### src/pdlm_defines.vh
// offsets, field positions, reset values and timing for the phy management register bank
`ifndef PDLM_DEFINES_VH
`define PDLM_DEFINES_VH

// management register addresses
`define PDLM_ADDR_DIAG 5'h12
`define PDLM_ADDR_GAIN 5'h13
`define PDLM_ADDR_LEDCFG 5'h17
`define PDLM_ADDR_XOVER 5'h18

// reset values
`define PDLM_RST_DIAG 16'h0000
`define PDLM_RST_GAIN 16'h4000
`define PDLM_RST_LEDCFG 16'h0010
`define PDLM_RST_XOVER 16'h00c0

// diagnostic register bit positions
`define PDLM_DIAG_NEGF_BIT 12
`define PDLM_DIAG_DUPLEX_BIT 11
`define PDLM_DIAG_RATE_BIT 10
`define PDLM_DIAG_RXSIG_BIT 9
`define PDLM_DIAG_LOCK_BIT 8

// indicator config fields
`define PDLM_LED_SECOND_MSB 7
`define PDLM_LED_SECOND_LSB 4
`define PDLM_LED_FIRST_MSB 3
`define PDLM_LED_FIRST_LSB 0
`define PDLM_LEDCFG_USED_MSB 7

// indicator source codes
`define PDLM_SRC_LINK 4'h0
`define PDLM_SRC_ACT 4'h1
`define PDLM_SRC_100 4'h5
`define PDLM_SRC_10 4'h6
`define PDLM_SRC_FDX 4'h7
`define PDLM_SRC_LINK_BLINK 4'h8

// blink half period, 50 ms at 100 mhz
`define PDLM_BLINK_CYCLES 23'h4c4b40
`define PDLM_BLINK_CNT_W 23

`endif

### src/pdlm_led_select.v
// indicator source selector for one link indicator
`timescale 1ns/10ps
`include "pdlm_defines.vh"

module pdlm_led_select (
  input wire [3:0] i_code,     // source select code
  input wire i_link_ok,        // link up
  input wire i_activity,       // rx or tx activity
  input wire i_speed_100,      // 100base-tx resolved
  input wire i_full_duplex,    // full duplex resolved
  input wire i_blink_phase,    // free running blink phase
  output reg o_led             // selected indicator level
);

  // decode source code; reserved codes keep the indicator off
  always @* begin
    case (i_code)
      `PDLM_SRC_LINK: o_led = i_link_ok;
      `PDLM_SRC_ACT: o_led = i_activity;
      `PDLM_SRC_100: o_led = i_link_ok & i_speed_100;
      `PDLM_SRC_10: o_led = i_link_ok & ~i_speed_100;
      `PDLM_SRC_FDX: o_led = i_full_duplex;
      `PDLM_SRC_LINK_BLINK: o_led = i_link_ok & ~(i_activity & i_blink_phase);
      default: o_led = 1'b0;
    endcase
  end

endmodule

### src/pdlm_phy_diag_led_mgmt_regs.v
// phy diagnostic, gain, indicator and crossover management registers
// Function
// - negotiation failure flag sticky, cleared by read
// - bit 11 shows full duplex result
// - bit 10 shows 100base-tx rate result
// - bit 9 shows receive signal detected
// - bit 8 shows receive pll locked
// - diagnostic at 0x12, reset zero, reserved zero
// - gain control at 0x13, reset 0x4000
// - indicator config at 0x17, upper byte zero
// - bits 7:4 select second indicator source
// - bits 3:0 select first indicator source
// - crossover control at 0x18, reset 0x00c0
// - management controller reads all registers, writes gain, indicator config and crossover; diagnostic is read only
`timescale 1ns/10ps
`include "pdlm_defines.vh"

module pdlm_phy_diag_led_mgmt_regs #(
  parameter [`PDLM_BLINK_CNT_W-1:0] P_BLINK_CYCLES = `PDLM_BLINK_CYCLES // blink half period
) (
  input wire i_clk,              // system clock, 100 mhz
  input wire i_rst,              // async reset, active high
  input wire [4:0] i_mgmt_addr,  // management register address
  input wire i_mgmt_wr,          // write strobe, one cycle
  input wire i_mgmt_rd,          // read strobe, one cycle
  input wire [15:0] i_mgmt_wdata, // write data
  output reg [15:0] o_mgmt_rdata, // read data, valid with ack
  output reg o_mgmt_ack,         // access done pulse
  input wire i_neg_fail,         // negotiation found no common technology
  input wire i_neg_full_duplex,  // negotiated full duplex
  input wire i_neg_speed_100,    // negotiated 100base-tx
  input wire i_rx_signal,        // receive signal or manchester data seen
  input wire i_rx_pll_lock,      // receive pll locked
  input wire i_link_ok,          // link up
  input wire i_activity,         // rx or tx activity
  output reg o_led_first,        // first indicator
  output reg o_led_second,       // second indicator
  output wire [15:0] o_tx_gain_ctl, // transmit gain control value
  output wire [15:0] o_xover_ctl // crossover mux control value
);

  localparam NSYNC = 7;
  // full reset word, only the low byte is stored
  localparam [15:0] LEDCFG_RST = `PDLM_RST_LEDCFG;

  // three-stage synchronisers on analog-side status pins
  wire [NSYNC-1:0] pin_in;
  reg [NSYNC-1:0] sync1_q;
  reg [NSYNC-1:0] sync2_q;
  reg [NSYNC-1:0] sync3_q;
  reg [NSYNC-1:0] filt_q;

  assign pin_in = {i_activity, i_link_ok, i_rx_pll_lock, i_rx_signal,
                   i_neg_speed_100, i_neg_full_duplex, i_neg_fail};

  genvar g;
  generate
    for (g = 0; g < NSYNC; g = g + 1) begin : g_sync
      // a change is accepted once stages two and three agree
      always @(posedge i_clk or posedge i_rst) begin
        if (i_rst) begin
          sync1_q[g] <= 1'b0;
          sync2_q[g] <= 1'b0;
          sync3_q[g] <= 1'b0;
          filt_q[g] <= 1'b0;
        end else begin
          sync1_q[g] <= pin_in[g];
          sync2_q[g] <= sync1_q[g];
          sync3_q[g] <= sync2_q[g];
          if (sync2_q[g] == sync3_q[g]) begin
            filt_q[g] <= sync3_q[g];
          end
        end
      end
    end
  endgenerate

  wire neg_fail_s = filt_q[0];
  wire full_duplex_s = filt_q[1];
  wire speed_100_s = filt_q[2];
  wire rx_signal_s = filt_q[3];
  wire pll_lock_s = filt_q[4];
  wire link_ok_s = filt_q[5];
  wire activity_s = filt_q[6];

  // address match decode, shared by read and write paths
  function is_addr;
    input [4:0] addr;
    input [4:0] match;
    begin
      is_addr = (addr == match);
    end
  endfunction

  wire rd_diag = i_mgmt_rd & is_addr(i_mgmt_addr, `PDLM_ADDR_DIAG);

  // negotiation failure edge detect
  reg neg_fail_prev_q;
  wire neg_fail_rise = neg_fail_s & ~neg_fail_prev_q;

  always @(posedge i_clk or posedge i_rst) begin
    if (i_rst) begin
      neg_fail_prev_q <= 1'b0;
    end else begin
      neg_fail_prev_q <= neg_fail_s;
    end
  end

  // sticky failure flag; a new failure wins over the read clear
  reg negotiation_failed_flag_q;
  reg negotiation_failed_flag_d;

  always @* begin
    negotiation_failed_flag_d = negotiation_failed_flag_q;
    if (rd_diag) begin
      negotiation_failed_flag_d = 1'b0;
    end
    if (neg_fail_rise) begin
      negotiation_failed_flag_d = 1'b1;
    end
  end

  always @(posedge i_clk or posedge i_rst) begin
    if (i_rst) begin
      negotiation_failed_flag_q <= 1'b0;
    end else begin
      negotiation_failed_flag_q <= negotiation_failed_flag_d;
    end
  end

  // diagnostic word, reserved bits zero
  reg [15:0] diag_word;

  always @* begin
    diag_word = `PDLM_RST_DIAG;
    diag_word[`PDLM_DIAG_NEGF_BIT] = negotiation_failed_flag_q;
    diag_word[`PDLM_DIAG_DUPLEX_BIT] = full_duplex_s;
    diag_word[`PDLM_DIAG_RATE_BIT] = speed_100_s;
    diag_word[`PDLM_DIAG_LOCK_BIT] = pll_lock_s;
    diag_word[`PDLM_DIAG_RXSIG_BIT] = rx_signal_s;
  end

  // writable registers
  reg [15:0] transceiver_gain_control_q;
  reg [7:0] indicator_source_config_q;
  reg [15:0] crossover_mux_control_q;

  always @(posedge i_clk or posedge i_rst) begin
    if (i_rst) begin
      transceiver_gain_control_q <= `PDLM_RST_GAIN;
      indicator_source_config_q <= LEDCFG_RST[7:0];
      crossover_mux_control_q <= `PDLM_RST_XOVER;
    end else if (i_mgmt_wr) begin
      if (is_addr(i_mgmt_addr, `PDLM_ADDR_GAIN)) begin
        transceiver_gain_control_q <= i_mgmt_wdata;
      end
      if (is_addr(i_mgmt_addr, `PDLM_ADDR_LEDCFG)) begin
        indicator_source_config_q <= i_mgmt_wdata[`PDLM_LEDCFG_USED_MSB:0];
      end
      if (is_addr(i_mgmt_addr, `PDLM_ADDR_XOVER)) begin
        crossover_mux_control_q <= i_mgmt_wdata;
      end
    end
  end

  assign o_tx_gain_ctl = transceiver_gain_control_q;
  assign o_xover_ctl = crossover_mux_control_q;

  // read mux; unmapped addresses read zero
  reg [15:0] rd_word;

  always @* begin
    case (i_mgmt_addr)
      `PDLM_ADDR_DIAG: rd_word = diag_word;
      `PDLM_ADDR_GAIN: rd_word = transceiver_gain_control_q;
      `PDLM_ADDR_LEDCFG: rd_word = {8'h00, indicator_source_config_q};
      `PDLM_ADDR_XOVER: rd_word = crossover_mux_control_q;
      default: rd_word = 16'h0000;
    endcase
  end

  // answer one cycle after each strobe; write data never reaches diag
  always @(posedge i_clk or posedge i_rst) begin
    if (i_rst) begin
      o_mgmt_rdata <= 16'h0000;
      o_mgmt_ack <= 1'b0;
    end else begin
      o_mgmt_ack <= i_mgmt_rd | i_mgmt_wr;
      if (i_mgmt_rd) begin
        o_mgmt_rdata <= rd_word;
      end
    end
  end

  // blink phase generator for link-with-activity mode
  reg [`PDLM_BLINK_CNT_W-1:0] blink_cnt_q;
  reg blink_phase_q;

  always @(posedge i_clk or posedge i_rst) begin
    if (i_rst) begin
      blink_cnt_q <= {`PDLM_BLINK_CNT_W{1'b0}};
      blink_phase_q <= 1'b0;
    end else if (blink_cnt_q >= P_BLINK_CYCLES - 1'b1) begin
      blink_cnt_q <= {`PDLM_BLINK_CNT_W{1'b0}};
      blink_phase_q <= ~blink_phase_q;
    end else begin
      blink_cnt_q <= blink_cnt_q + 1'b1;
    end
  end

  // indicator source selection
  wire led_first_sel;
  wire led_second_sel;

  pdlm_led_select u_first (
    .i_code(indicator_source_config_q[`PDLM_LED_FIRST_MSB:`PDLM_LED_FIRST_LSB]),
    .i_link_ok(link_ok_s),
    .i_activity(activity_s),
    .i_speed_100(speed_100_s),
    .i_full_duplex(full_duplex_s),
    .i_blink_phase(blink_phase_q),
    .o_led(led_first_sel)
  );

  pdlm_led_select u_second (
    .i_code(indicator_source_config_q[`PDLM_LED_SECOND_MSB:`PDLM_LED_SECOND_LSB]),
    .i_link_ok(link_ok_s),
    .i_activity(activity_s),
    .i_speed_100(speed_100_s),
    .i_full_duplex(full_duplex_s),
    .i_blink_phase(blink_phase_q),
    .o_led(led_second_sel)
  );

  // registered indicator outputs
  always @(posedge i_clk or posedge i_rst) begin
    if (i_rst) begin
      o_led_first <= 1'b0;
      o_led_second <= 1'b0;
    end else begin
      o_led_first <= led_first_sel;
      o_led_second <= led_second_sel;
    end
  end

endmodule

### config.mk
export PLATFORM = sky130hd
export DESIGN_NAME = pdlm_phy_diag_led_mgmt_regs
export DESIGN_NICKNAME = d
export VERILOG_FILES = /design/src/pdlm_led_select.v /design/src/pdlm_phy_diag_led_mgmt_regs.v
export VERILOG_INCLUDE_DIRS = /design/src
export SDC_FILE = /design/constraint.sdc
export NUM_CORES = 1
export LEC_CHECK = 0
export BUFFER_PORTS_ARGS = -buffer_cell sky130_fd_sc_hd__clkbuf_2
export CAP_MARGIN = 40
export CORE_MARGIN = 2
export CORE_UTILIZATION = 40
export CTS_BUF_LIST = sky130_fd_sc_hd__clkbuf_4
export CTS_CLUSTER_SIZE = 14
export DETAILED_ROUTE_END_ITERATION = 6
export PLACE_DENSITY = 0.59
export SLEW_MARGIN = 20
export SYNTH_ARGS = -nofsm -noshare
export SYNTH_HDL_FRONTEND = slang
export SYNTH_HIERARCHICAL = 1
export SYNTH_SLANG_ARGS = --single-unit
### constraint.sdc
create_clock -name i_clk -period 6.2 [get_ports i_clk]
set_clock_uncertainty 0.2 [all_clocks]
set_input_delay 0.31 -clock i_clk [delete_from_list [all_inputs] [get_ports i_clk]]
set_output_delay 0.31 -clock i_clk [all_outputs]
set_load 0.005 [all_outputs]
* Yosys cells after proc, flatten, opt, wreduce, memory -nomap -nowiden
Index checks and enable logic that the tools add are counted. Widths: inputs -> output; s select.
Cells by class: $add $sub $neg 1, magnitude comparators 1, eq/ne operators 21, muxes and demuxes 6, bitwise operators 11, reduce and logical (&&, ||, !) cells 6
Operators with widths (count):
- $pmux 16 s4 | 1
- $eq 4x3->1 const B | 6
- $add 23x1->23 const B | 1
- $ge 23x23->1 const B | 1
- $mux 23 | 1
- $eq 5x5->1 const B | 4
- $pmux 1 s6 | 2
- $eq 4x1->1 const B | 2
- $eq 4x4->1 const B | 2
- $logic_not 4->1 | 2
- $eq 1x1->1 | 7
- $and 1x1->1 | 6
- $reduce_and 2->1 | 3
- $not 1->1 | 4
- $mux 1 | 2
- $reduce_bool 2->1 | 1
- $or 1x1->1 | 1
Word-level totals: bits in registers 113, bits of input ports 32, output and inout port bits 51

* Depth between registers and ports, before layout
Gate-level depths: netlist of the first run.
depth after elaboration 4, mapped depth 6

* By module
The synthesis of the first run kept the hierarchy.
By module, submodules not included:
- pdlm_phy_diag_led_mgmt_regs | times used 1, cells an instance 354, area an instance 4621.9 µm²
- pdlm_led_select | times used 2, cells an instance 10, area an instance 67.6 µm²

* Worst setup path after synthesis of the first run
OpenSTA, ideal clock, no wires.
path type register to register, from reg blink_cnt_q[15], to reg blink_cnt_q[18], arrival 1.850 ns, slack 4.064 ns, stages on the path, launching flop included 7, period minus slack after synthesis 2.136 ns, cells stage by stage dfrtp_1 > or4_4 > o221a_1 > or2_1 > buf_6 > buf_6 > a211oi_2
On the way: word-level cells in the longest chain between the ends 2
Ends and longest elaborated chain:
- start, declared | RTL line pdlm_phy_diag_led_mgmt_regs.v:196 | reg [`PDLM_BLINK_CNT_W-1:0] blink_cnt_q;
- start signal, assigned | RTL line pdlm_phy_diag_led_mgmt_regs.v:201 | blink_cnt_q <= {`PDLM_BLINK_CNT_W{1'b0}};
- start signal, assigned | RTL line pdlm_phy_diag_led_mgmt_regs.v:204 | blink_cnt_q <= {`PDLM_BLINK_CNT_W{1'b0}};
- start signal, assigned | RTL line pdlm_phy_diag_led_mgmt_regs.v:207 | blink_cnt_q <= blink_cnt_q + 1'b1;
- $add 23x1->23 / $ge 23x23->1 (equally long branches) | RTL line pdlm_phy_diag_led_mgmt_regs.v:207, pdlm_phy_diag_led_mgmt_regs.v:203
- $mux 23 (*) | RTL line pdlm_phy_diag_led_mgmt_regs.v:203 | end else if (blink_cnt_q >= P_BLINK_CYCLES - 1'b1) begin
Every way passes the cells marked *; elsewhere a longest branch is shown, timed or not. A chain may end at the register's enable or synchronous reset.

* Worst setup path after layout of the first run
from reg blink_cnt_q[15], to reg blink_cnt_q[3]
On the way: word-level cells in the longest chain between the ends 2
Ends and longest elaborated chain (RTL line):
- $ge 23x23->1 | pdlm_phy_diag_led_mgmt_regs.v:203
- $mux 23 | pdlm_phy_diag_led_mgmt_regs.v:203
No other way between the ends.

==> summary.md, run 1 <==
| Metric | Value |
|---|---|
| Initial core utilization | `~41%` |
| # IOs | `83` |
| DIE WIDTH | `around 110 µm` |
| Mapped Area | `~4800 µm²` |
| Largest net degree at the start of global routing | `60` |
| WL per Instance | `15.7 µm` |
| First drt pass iteration count | `7` |
| DRT iter0 DRCs | `309` |
| Required @ worst endpoint | `6390 ps` |
| Core ar. | `between 10,000 and 15,000 µm²` |
| Post-layout worst setup margin | `3630 ps` |
| Post-synthesis sequential area ratio | `59.5%` |
| Synth area leaders | `dfrtp_1 57%, mux2_2 11%, dfstp_2 2.2%` |
| Critical path's top delay family | `simple AND/OR/NAND/NOR gates` |
| CTS H-tree depth | `4` |
| Drt via density | `about 5.2` |
| RSZ-0062 raised after global routing | `no` |
| Top cells by count, synth | `109 x dfrtp_1, 45 x mux2_2, 20 x inv_1, 18 x nor3_1, 12 x nor2_1` |
| Routed wire length | `10,100 µm` |
| Routed vias | `roughly 3,400` |
| Final setup viols | `0` |
| Max rail drop VDD | `around 0.2 mV` |
| Mean Syn Cell Area | `12.7 µm²` |
| Gr ovfl total | `0` |
| Hpwl dp | `6950 µm` |
| Yosys top cell area share | `between 50 and 60%` |
| Clock latency on the worst-skew pair | `510 ps` |
| Fin Setup TNS | `0 ps` |
| Post-synth top flop | `dfrtp_1` |
| Routed wl met3 | `approximately 560 µm` |
| PortBufs | `82` |
| Tmin final | `2570 ps` |
| Fill cells | `about 1,100` |
| Hold Crit Class | `in2reg` |
| Setup Buffers After CTS | `0` |
| Total global-route track usage | `between 15 and 20%` |
| Pwr Total | `approximately 1500 µW` |
| Row count | `39` |
| Library cells used by synthesis | `54` |
| CP cell instances | `or4_4 -> nor4b_1 -> or2_1 -> buf_8 -> nor3_1` |
| Pwr dens | `~260 nW/µm²` |
| Tightest Pin Transition | `around 830 ps` |
| Die H | `roughly 110 µm` |
| Slowest stage cell, crit path | `or4_4` |
| Root Buffer | `clkbuf_4` |
| First-pass GRT wire length | `around 17,000 µm` |
| Finished Core Util | `between 50% and 60%` |
| Met2 WL | `around 5000 µm` |
| Clock buffer depth | `2` |
| Routed Antenna Nets | `0` |
| Final layout net count | `522` |
| Sink Count | `113` |
| Top sig layer | `met4` |
| Max-cap violations | `0` |
| Leak | `between 0.002 and 0.003 µW` |
| Full die area | `about 13,000 µm²` |
| Post-Synthesis Cells | `~370` |
| Status | `finished, violations left` |
| Area growth syn-to-layout | `21.6%` |
| Period Utilization, post-route | `roughly two fifths` |
| Fmax | `about 400 MHz` |
| Failing checks | `DRC` |
| Final Max Tran Viols | `0` |
| CP max stage delay | `600 ps` |
| Syn nets | `approximately 410` |
| CP bufs+invs | `1` |
| Hold_buf cts | `25` |
| M1 WL | `roughly 4500 µm` |
| Antenna violations before repair | `0` |
| CP Data Arrival Time | `between 2000 and 3000 ps` |
| CTS tree | `done` |
| WS Path Type | `reg2reg` |
| Asr flop ratio synth | `100%` |
| Number of flops mapped to enable cells by yosys | `0` |
| Share of cells above drive strength 1 | `between 30% and 40%` |
| Final hold vios | `0` |
| Max FO, Critical Path | `13` |
| Worst Setup Start Kind | `flip-flop` |
| CP endpoint kind | `flip-flop` |
| Top cell type by total area after synthesis | `dfrtp_1` |
| TritonCTS buffer count | `17` |
| Dpl ws | `between 3000 and 4000 ps` |
| Placer Congestion | `between 0.7 and 0.8` |
| CTS resizes | `0` |
| Slew headroom | `44.8%` |
| N_diodes | `0` |
| Clock transition at path regs | `roughly 90 ps` |
| Number of global-route vias before repair | `between 3,000 and 4,000` |
| Yosys warnings | `6` |
| DRC Markers | `9` |
| Most frequent cell after synthesis | `dfrtp_1` |
| Post-synthesis register bit count | `between 100 and 150` |
-- report_power, final --
part | internal (µW) | total, µW | switching, µW
combinational | 110 | 188 | 78.2
clock | 199 | 450 | 251
sequential | 811 | 873 | 61.4
-- cell families after synthesis --
kind of cell               after synthesis  synth area share [%]
DFF                                    113                  59.5
xor gates and xnor gates                13                  2.39
AOI/OAI and AO/OA                       66                  10.5
and+or+nand+nor                         91                  11.3
adders and majority gates                8                  1.74
muxes                                   47                  11.1
buffers and inverters                   36                  3.47
-- final timing paths --
path	depth (start not counted)	endpoint	from	slack [ps]
worst max-delay path	5	blink_cnt_q[3]	blink_cnt_q[15]	3630
worst min-delay path	3	o_mgmt_rdata[6]	i_mgmt_addr[4]	70
worst max register to register	5	blink_cnt_q[3]	blink_cnt_q[15]	3630
worst min register to register	0	sync2_q[3]	sync1_q[3]	150
max in group asynchronous	4	o_xover_ctl[3]	i_rst	4330
min in group asynchronous	3	negotiation_failed_flag_q	i_rst	260
-- layer usage --
metal  vias to the layer above  GRT usage, %
li1                       1614             -
met5                         -             0
met3                        11          5.14
met1                      1637          22.3
met4                         0          6.10
met2                        92          26.9
-- final cells by class --
| cell class | count | area, µm² | area share, % |
|---|---|---|---|
| multi-input cells | 225 | 1770 | 30.6 |
| well taps | 143 | 179 | 3.09 |
| clock buffers | 20 | 150 | 2.60 |
| repair buffers | 112 | 706 | 12.2 |
| clock inverters | 11 | 72.6 | 1.25 |
| inverters | 20 | 77.6 | 1.34 |
| flip-flops and latches | 113 | 2830 | 49.0 |
-- placed cells by master, fill, tap and decap left out, drive strengths merged, types with 3 or more instances in the layout --
cell / Yosys / layout
dlygate4sd3: 0 / 25
clkbuf: 7 / 102
inv: 20 / 20
a222oi: 10 / 10
dfstp: 4 / 4
maj3: 7 / 7
a21oi: 8 / 8
or3: 8 / 8
o21ai: 10 / 10
nor2: 13 / 13
a22oi: 8 / 8
a31oi: 3 / 3
nand3: 9 / 9
mux2: 45 / 45
dfrtp: 109 / 109
or4: 3 / 3
nor2b: 3 / 3
nor3: 18 / 18
nor4: 5 / 5
xnor2: 11 / 11
nand2: 11 / 11
a211oi: 7 / 7
o22ai: 11 / 11
or2: 5 / 5
clkinv: 0 / 10
buf: 9 / 5
-- state kept, by name (all words and copies together), names as in the netlist, 7 cells and up --
register	flops
o_tx_gain_ctl	16
indicator_source_config_q	8
o_mgmt_rdata	16
sync2_q	7
sync3_q	7
o_xover_ctl	16
sync1_q	7
blink_cnt_q	23
-- per-stage QoR --
stage                     std cells  hold slack, ps  instance area, µm²
final                           644            68.8                5790
after global routing            644            43.0                5790
after CTS                       644            28.4                5790
after detailed placement        588             135                5310
after global placement          585             132                5280
after floorplan                 374             131                4760
-- worst reg2reg max path: stages, from the launching register on --
cell,delay [ps]
dfrtp_1,450
or4_4,600
nor4b_1,460
or2_1,450
buf_8,220
nor3_1,70
Power figures use the tool's default switching activity.
==> run 2, diff against run 1 <==
--- a/config.mk
+++ b/config.mk
@@ -13,7 +13,7 @@
 export CTS_BUF_LIST = sky130_fd_sc_hd__clkbuf_4
 export CTS_CLUSTER_SIZE = 14
 export DETAILED_ROUTE_END_ITERATION = 6
-export PLACE_DENSITY = 0.59
+export PLACE_DENSITY = 0.62
 export SLEW_MARGIN = 20
 export SYNTH_ARGS = -nofsm -noshare
 export SYNTH_HDL_FRONTEND = slang
==> constraint.sdc (replaced) <==
create_clock -name i_clk -period 2.1 [get_ports i_clk]
set_clock_uncertainty 0.2 [all_clocks]
set_input_delay 0.105 -clock i_clk [delete_from_list [all_inputs] [get_ports i_clk]]
set_output_delay 0.105 -clock i_clk [all_outputs]
set_load 0.005 [all_outputs]
==> summary.md, run 2 (synthesis results as in run 1) <==
| Metric | Value |
|---|---|
| WS Path Type | `reg2reg` |
| Root Buffer | `clkbuf_4` |
| First-pass GRT wire length | `17,900 µm (+6.3%)` |
| DIE WIDTH | `113 µm (unchanged)` |
| Routed vias | `3,573 (+6.5%)` |
| Final hold vios | `0 (unchanged)` |
| Failing checks | `DRC, setup timing` |
| RSZ-0062 raised after global routing | `yes` |
| Number of global-route vias before repair | `3,565 (+8.6%)` |
| Final Max Tran Viols | `0 (unchanged)` |
| Slew headroom | `59.8% (+15 points)` |
| Total global-route track usage | `17.9% (+0.95 points)` |
| Worst Setup Start Kind | `flip-flop` |
| Hold Crit Class | `in2reg` |
| TritonCTS buffer count | `17 (unchanged)` |
| Finished Core Util | `55.8% (+5.5 points)` |
| WL per Instance | `16.3 µm (+3.7%)` |
| Die H | `113 µm (unchanged)` |
| Routed Antenna Nets | `0 (unchanged)` |
| Most frequent cells in the layout | `109 x dfrtp_1, 82 x clkbuf_2, 45 x mux2_2` |
| Tmin final | `2150 ps (-424 ps)` |
| Area growth syn-to-layout | `35.0%` |
| Clock latency on the worst-skew pair | `500 ps (about the same)` |
| Leak | `0.00288 µW (+11%)` |
| Core ar. | `11,500 µm² (unchanged)` |
| Clock buffer depth | `2 (unchanged)` |
| DRC Markers | `11 (+2)` |
| PortBufs | `82 (unchanged)` |
| Tightest Pin Transition | `603 ps (-225 ps)` |
| Dpl ws | `-44.8 ps (-3400 ps)` |
| Max rail drop VDD | `0.381 mV (+87%)` |
| Placer Congestion | `0.748 (-5.2%)` |
| Pwr dens | `776 nW/µm² (+200%)` |
| Antenna violations before repair | `1 (+1)` |
| Max FO, Critical Path | `6 (-7)` |
| Sink Count | `113 (unchanged)` |
| CP endpoint kind | `flip-flop` |
| Final setup viols | `18 (+18)` |
| Leading cell type in the layout, fill and taps excluded | `dfrtp_1` |
| Max reg flops | `23 (unchanged)` |
| CTS H-tree depth | `4 (unchanged)` |
| Status | `finished, violations left` |
| Drt via density | `5.19 (-0.28%)` |
| Gr ovfl total | `0 (unchanged)` |
| Fin Setup TNS | `-499 ps (-499 ps)` |
| Fmax | `465 MHz (+20%)` |
| Row count | `39 (unchanged)` |
| # IOs | `83 (unchanged)` |
| Routed wire length | `11,200 µm (+11%)` |
| DRT iter0 DRCs | `298 (-3.6%)` |
| Worst hold margin | `49.5 ps (-19.3 ps)` |
| Hpwl dp | `7090 µm (+2.1%)` |
| CP Data Arrival Time | `2370 ps (-390 ps)` |
| Required @ worst endpoint | `2320 ps (-4070 ps)` |
| Final layout net count | `565 (+8.2%)` |
| Share of cells above drive strength 1 | `42.5% (+7.1 points)` |
| Initial core utilization | `41.3% (unchanged)` |
| Max-cap violations | `0 (unchanged)` |
| Largest Register | `blink_cnt_q` |
| First drt pass iteration count | `7 (unchanged)` |
| Post-layout worst setup margin | `-51.0 ps (-3680 ps)` |
| CTS tree | `done` |
| Period Utilization, post-route | `102% (+61 points)` |
| Largest net degree at the start of global routing | `114 (+90%)` |
| Setup slack, reg-to-reg | `-50 ps (-3680 ps)` |
| Clock transition at path regs | `100 ps (about the same)` |
| Full die area | `12,800 µm² (unchanged)` |
[run 2: cell type report]
| class | count | area (µm²) |
|---|---|---|
| Clock inverter | 14 | 195 |
| Timing Repair Buffer | 155 | 1100 |
| Tap cell | 143 | 179 |
| Inverter | 20 | 78.8 |
| Clock buffer | 17 | 128 |
| Sequential cell | 113 | 2830 |
| Multi-Input combinational cell | 225 | 1900 |
| Antenna cell | 1 | 2.50 |
| Fill cell | 971 | 5090 |
[run 2: report_power, final]
| group | internal (µW) | total (µW) | switching (µW) |
|---|---|---|---|
| registers | 2390 | 2570 | 177 |
| clock network | 1040 | 1830 | 797 |
| logic | 342 | 580 | 238 |
[run 2: metal layers]
metal	vias up	track usage [%]	routed length, µm
met1	1771	23.7	4970
li1	1699	-	-
met3	8	4.77	643
met4	0	5.61	104
met2	95	29.1	5510
met5	-	0	0
[run 2: worst max-delay path: stages (launching register included)]
cell       delay (ps)
dfrtp_1           400
or4_4             550
o221a_1           290
or2_4             280
clkbuf_16         180
a211oi_2          180
[run 2: what timing repair did]
item,CTS,global route
pin swaps,0,3
hold buffers,34,0
setup endpoints to repair,23,24
cloned,0,3
buffers inserted,1,4
endpoints found under the hold margin,178,0
resized for setup,3,28
[run 2: final timing paths]
| path | startpoint | endpoint | depth (start not counted) |
|---|---|---|---|
| setup reg to reg | blink_cnt_q[17] | blink_cnt_q[18] | 5 |
| setup / recovery | blink_cnt_q[17] | blink_cnt_q[18] | 5 |
| hold reg to reg | sync1_q[3] | sync2_q[3] | 0 |
| min in group asynchronous | i_rst | sync3_q[3] | 4 |
| hold / removal | i_rx_signal | sync1_q[3] | 2 |
| max in group asynchronous | i_rst | o_led_second | 4 |
[run 2: per-stage QoR]
stage	power (µW)	cells	cell area, µm²
finish	4980	688	6420
global route	5220	688	6420
CTS	5050	680	6210
detailed placement	3150	614	5530
global placement	3130	614	5530
floorplan	2860	374	4760
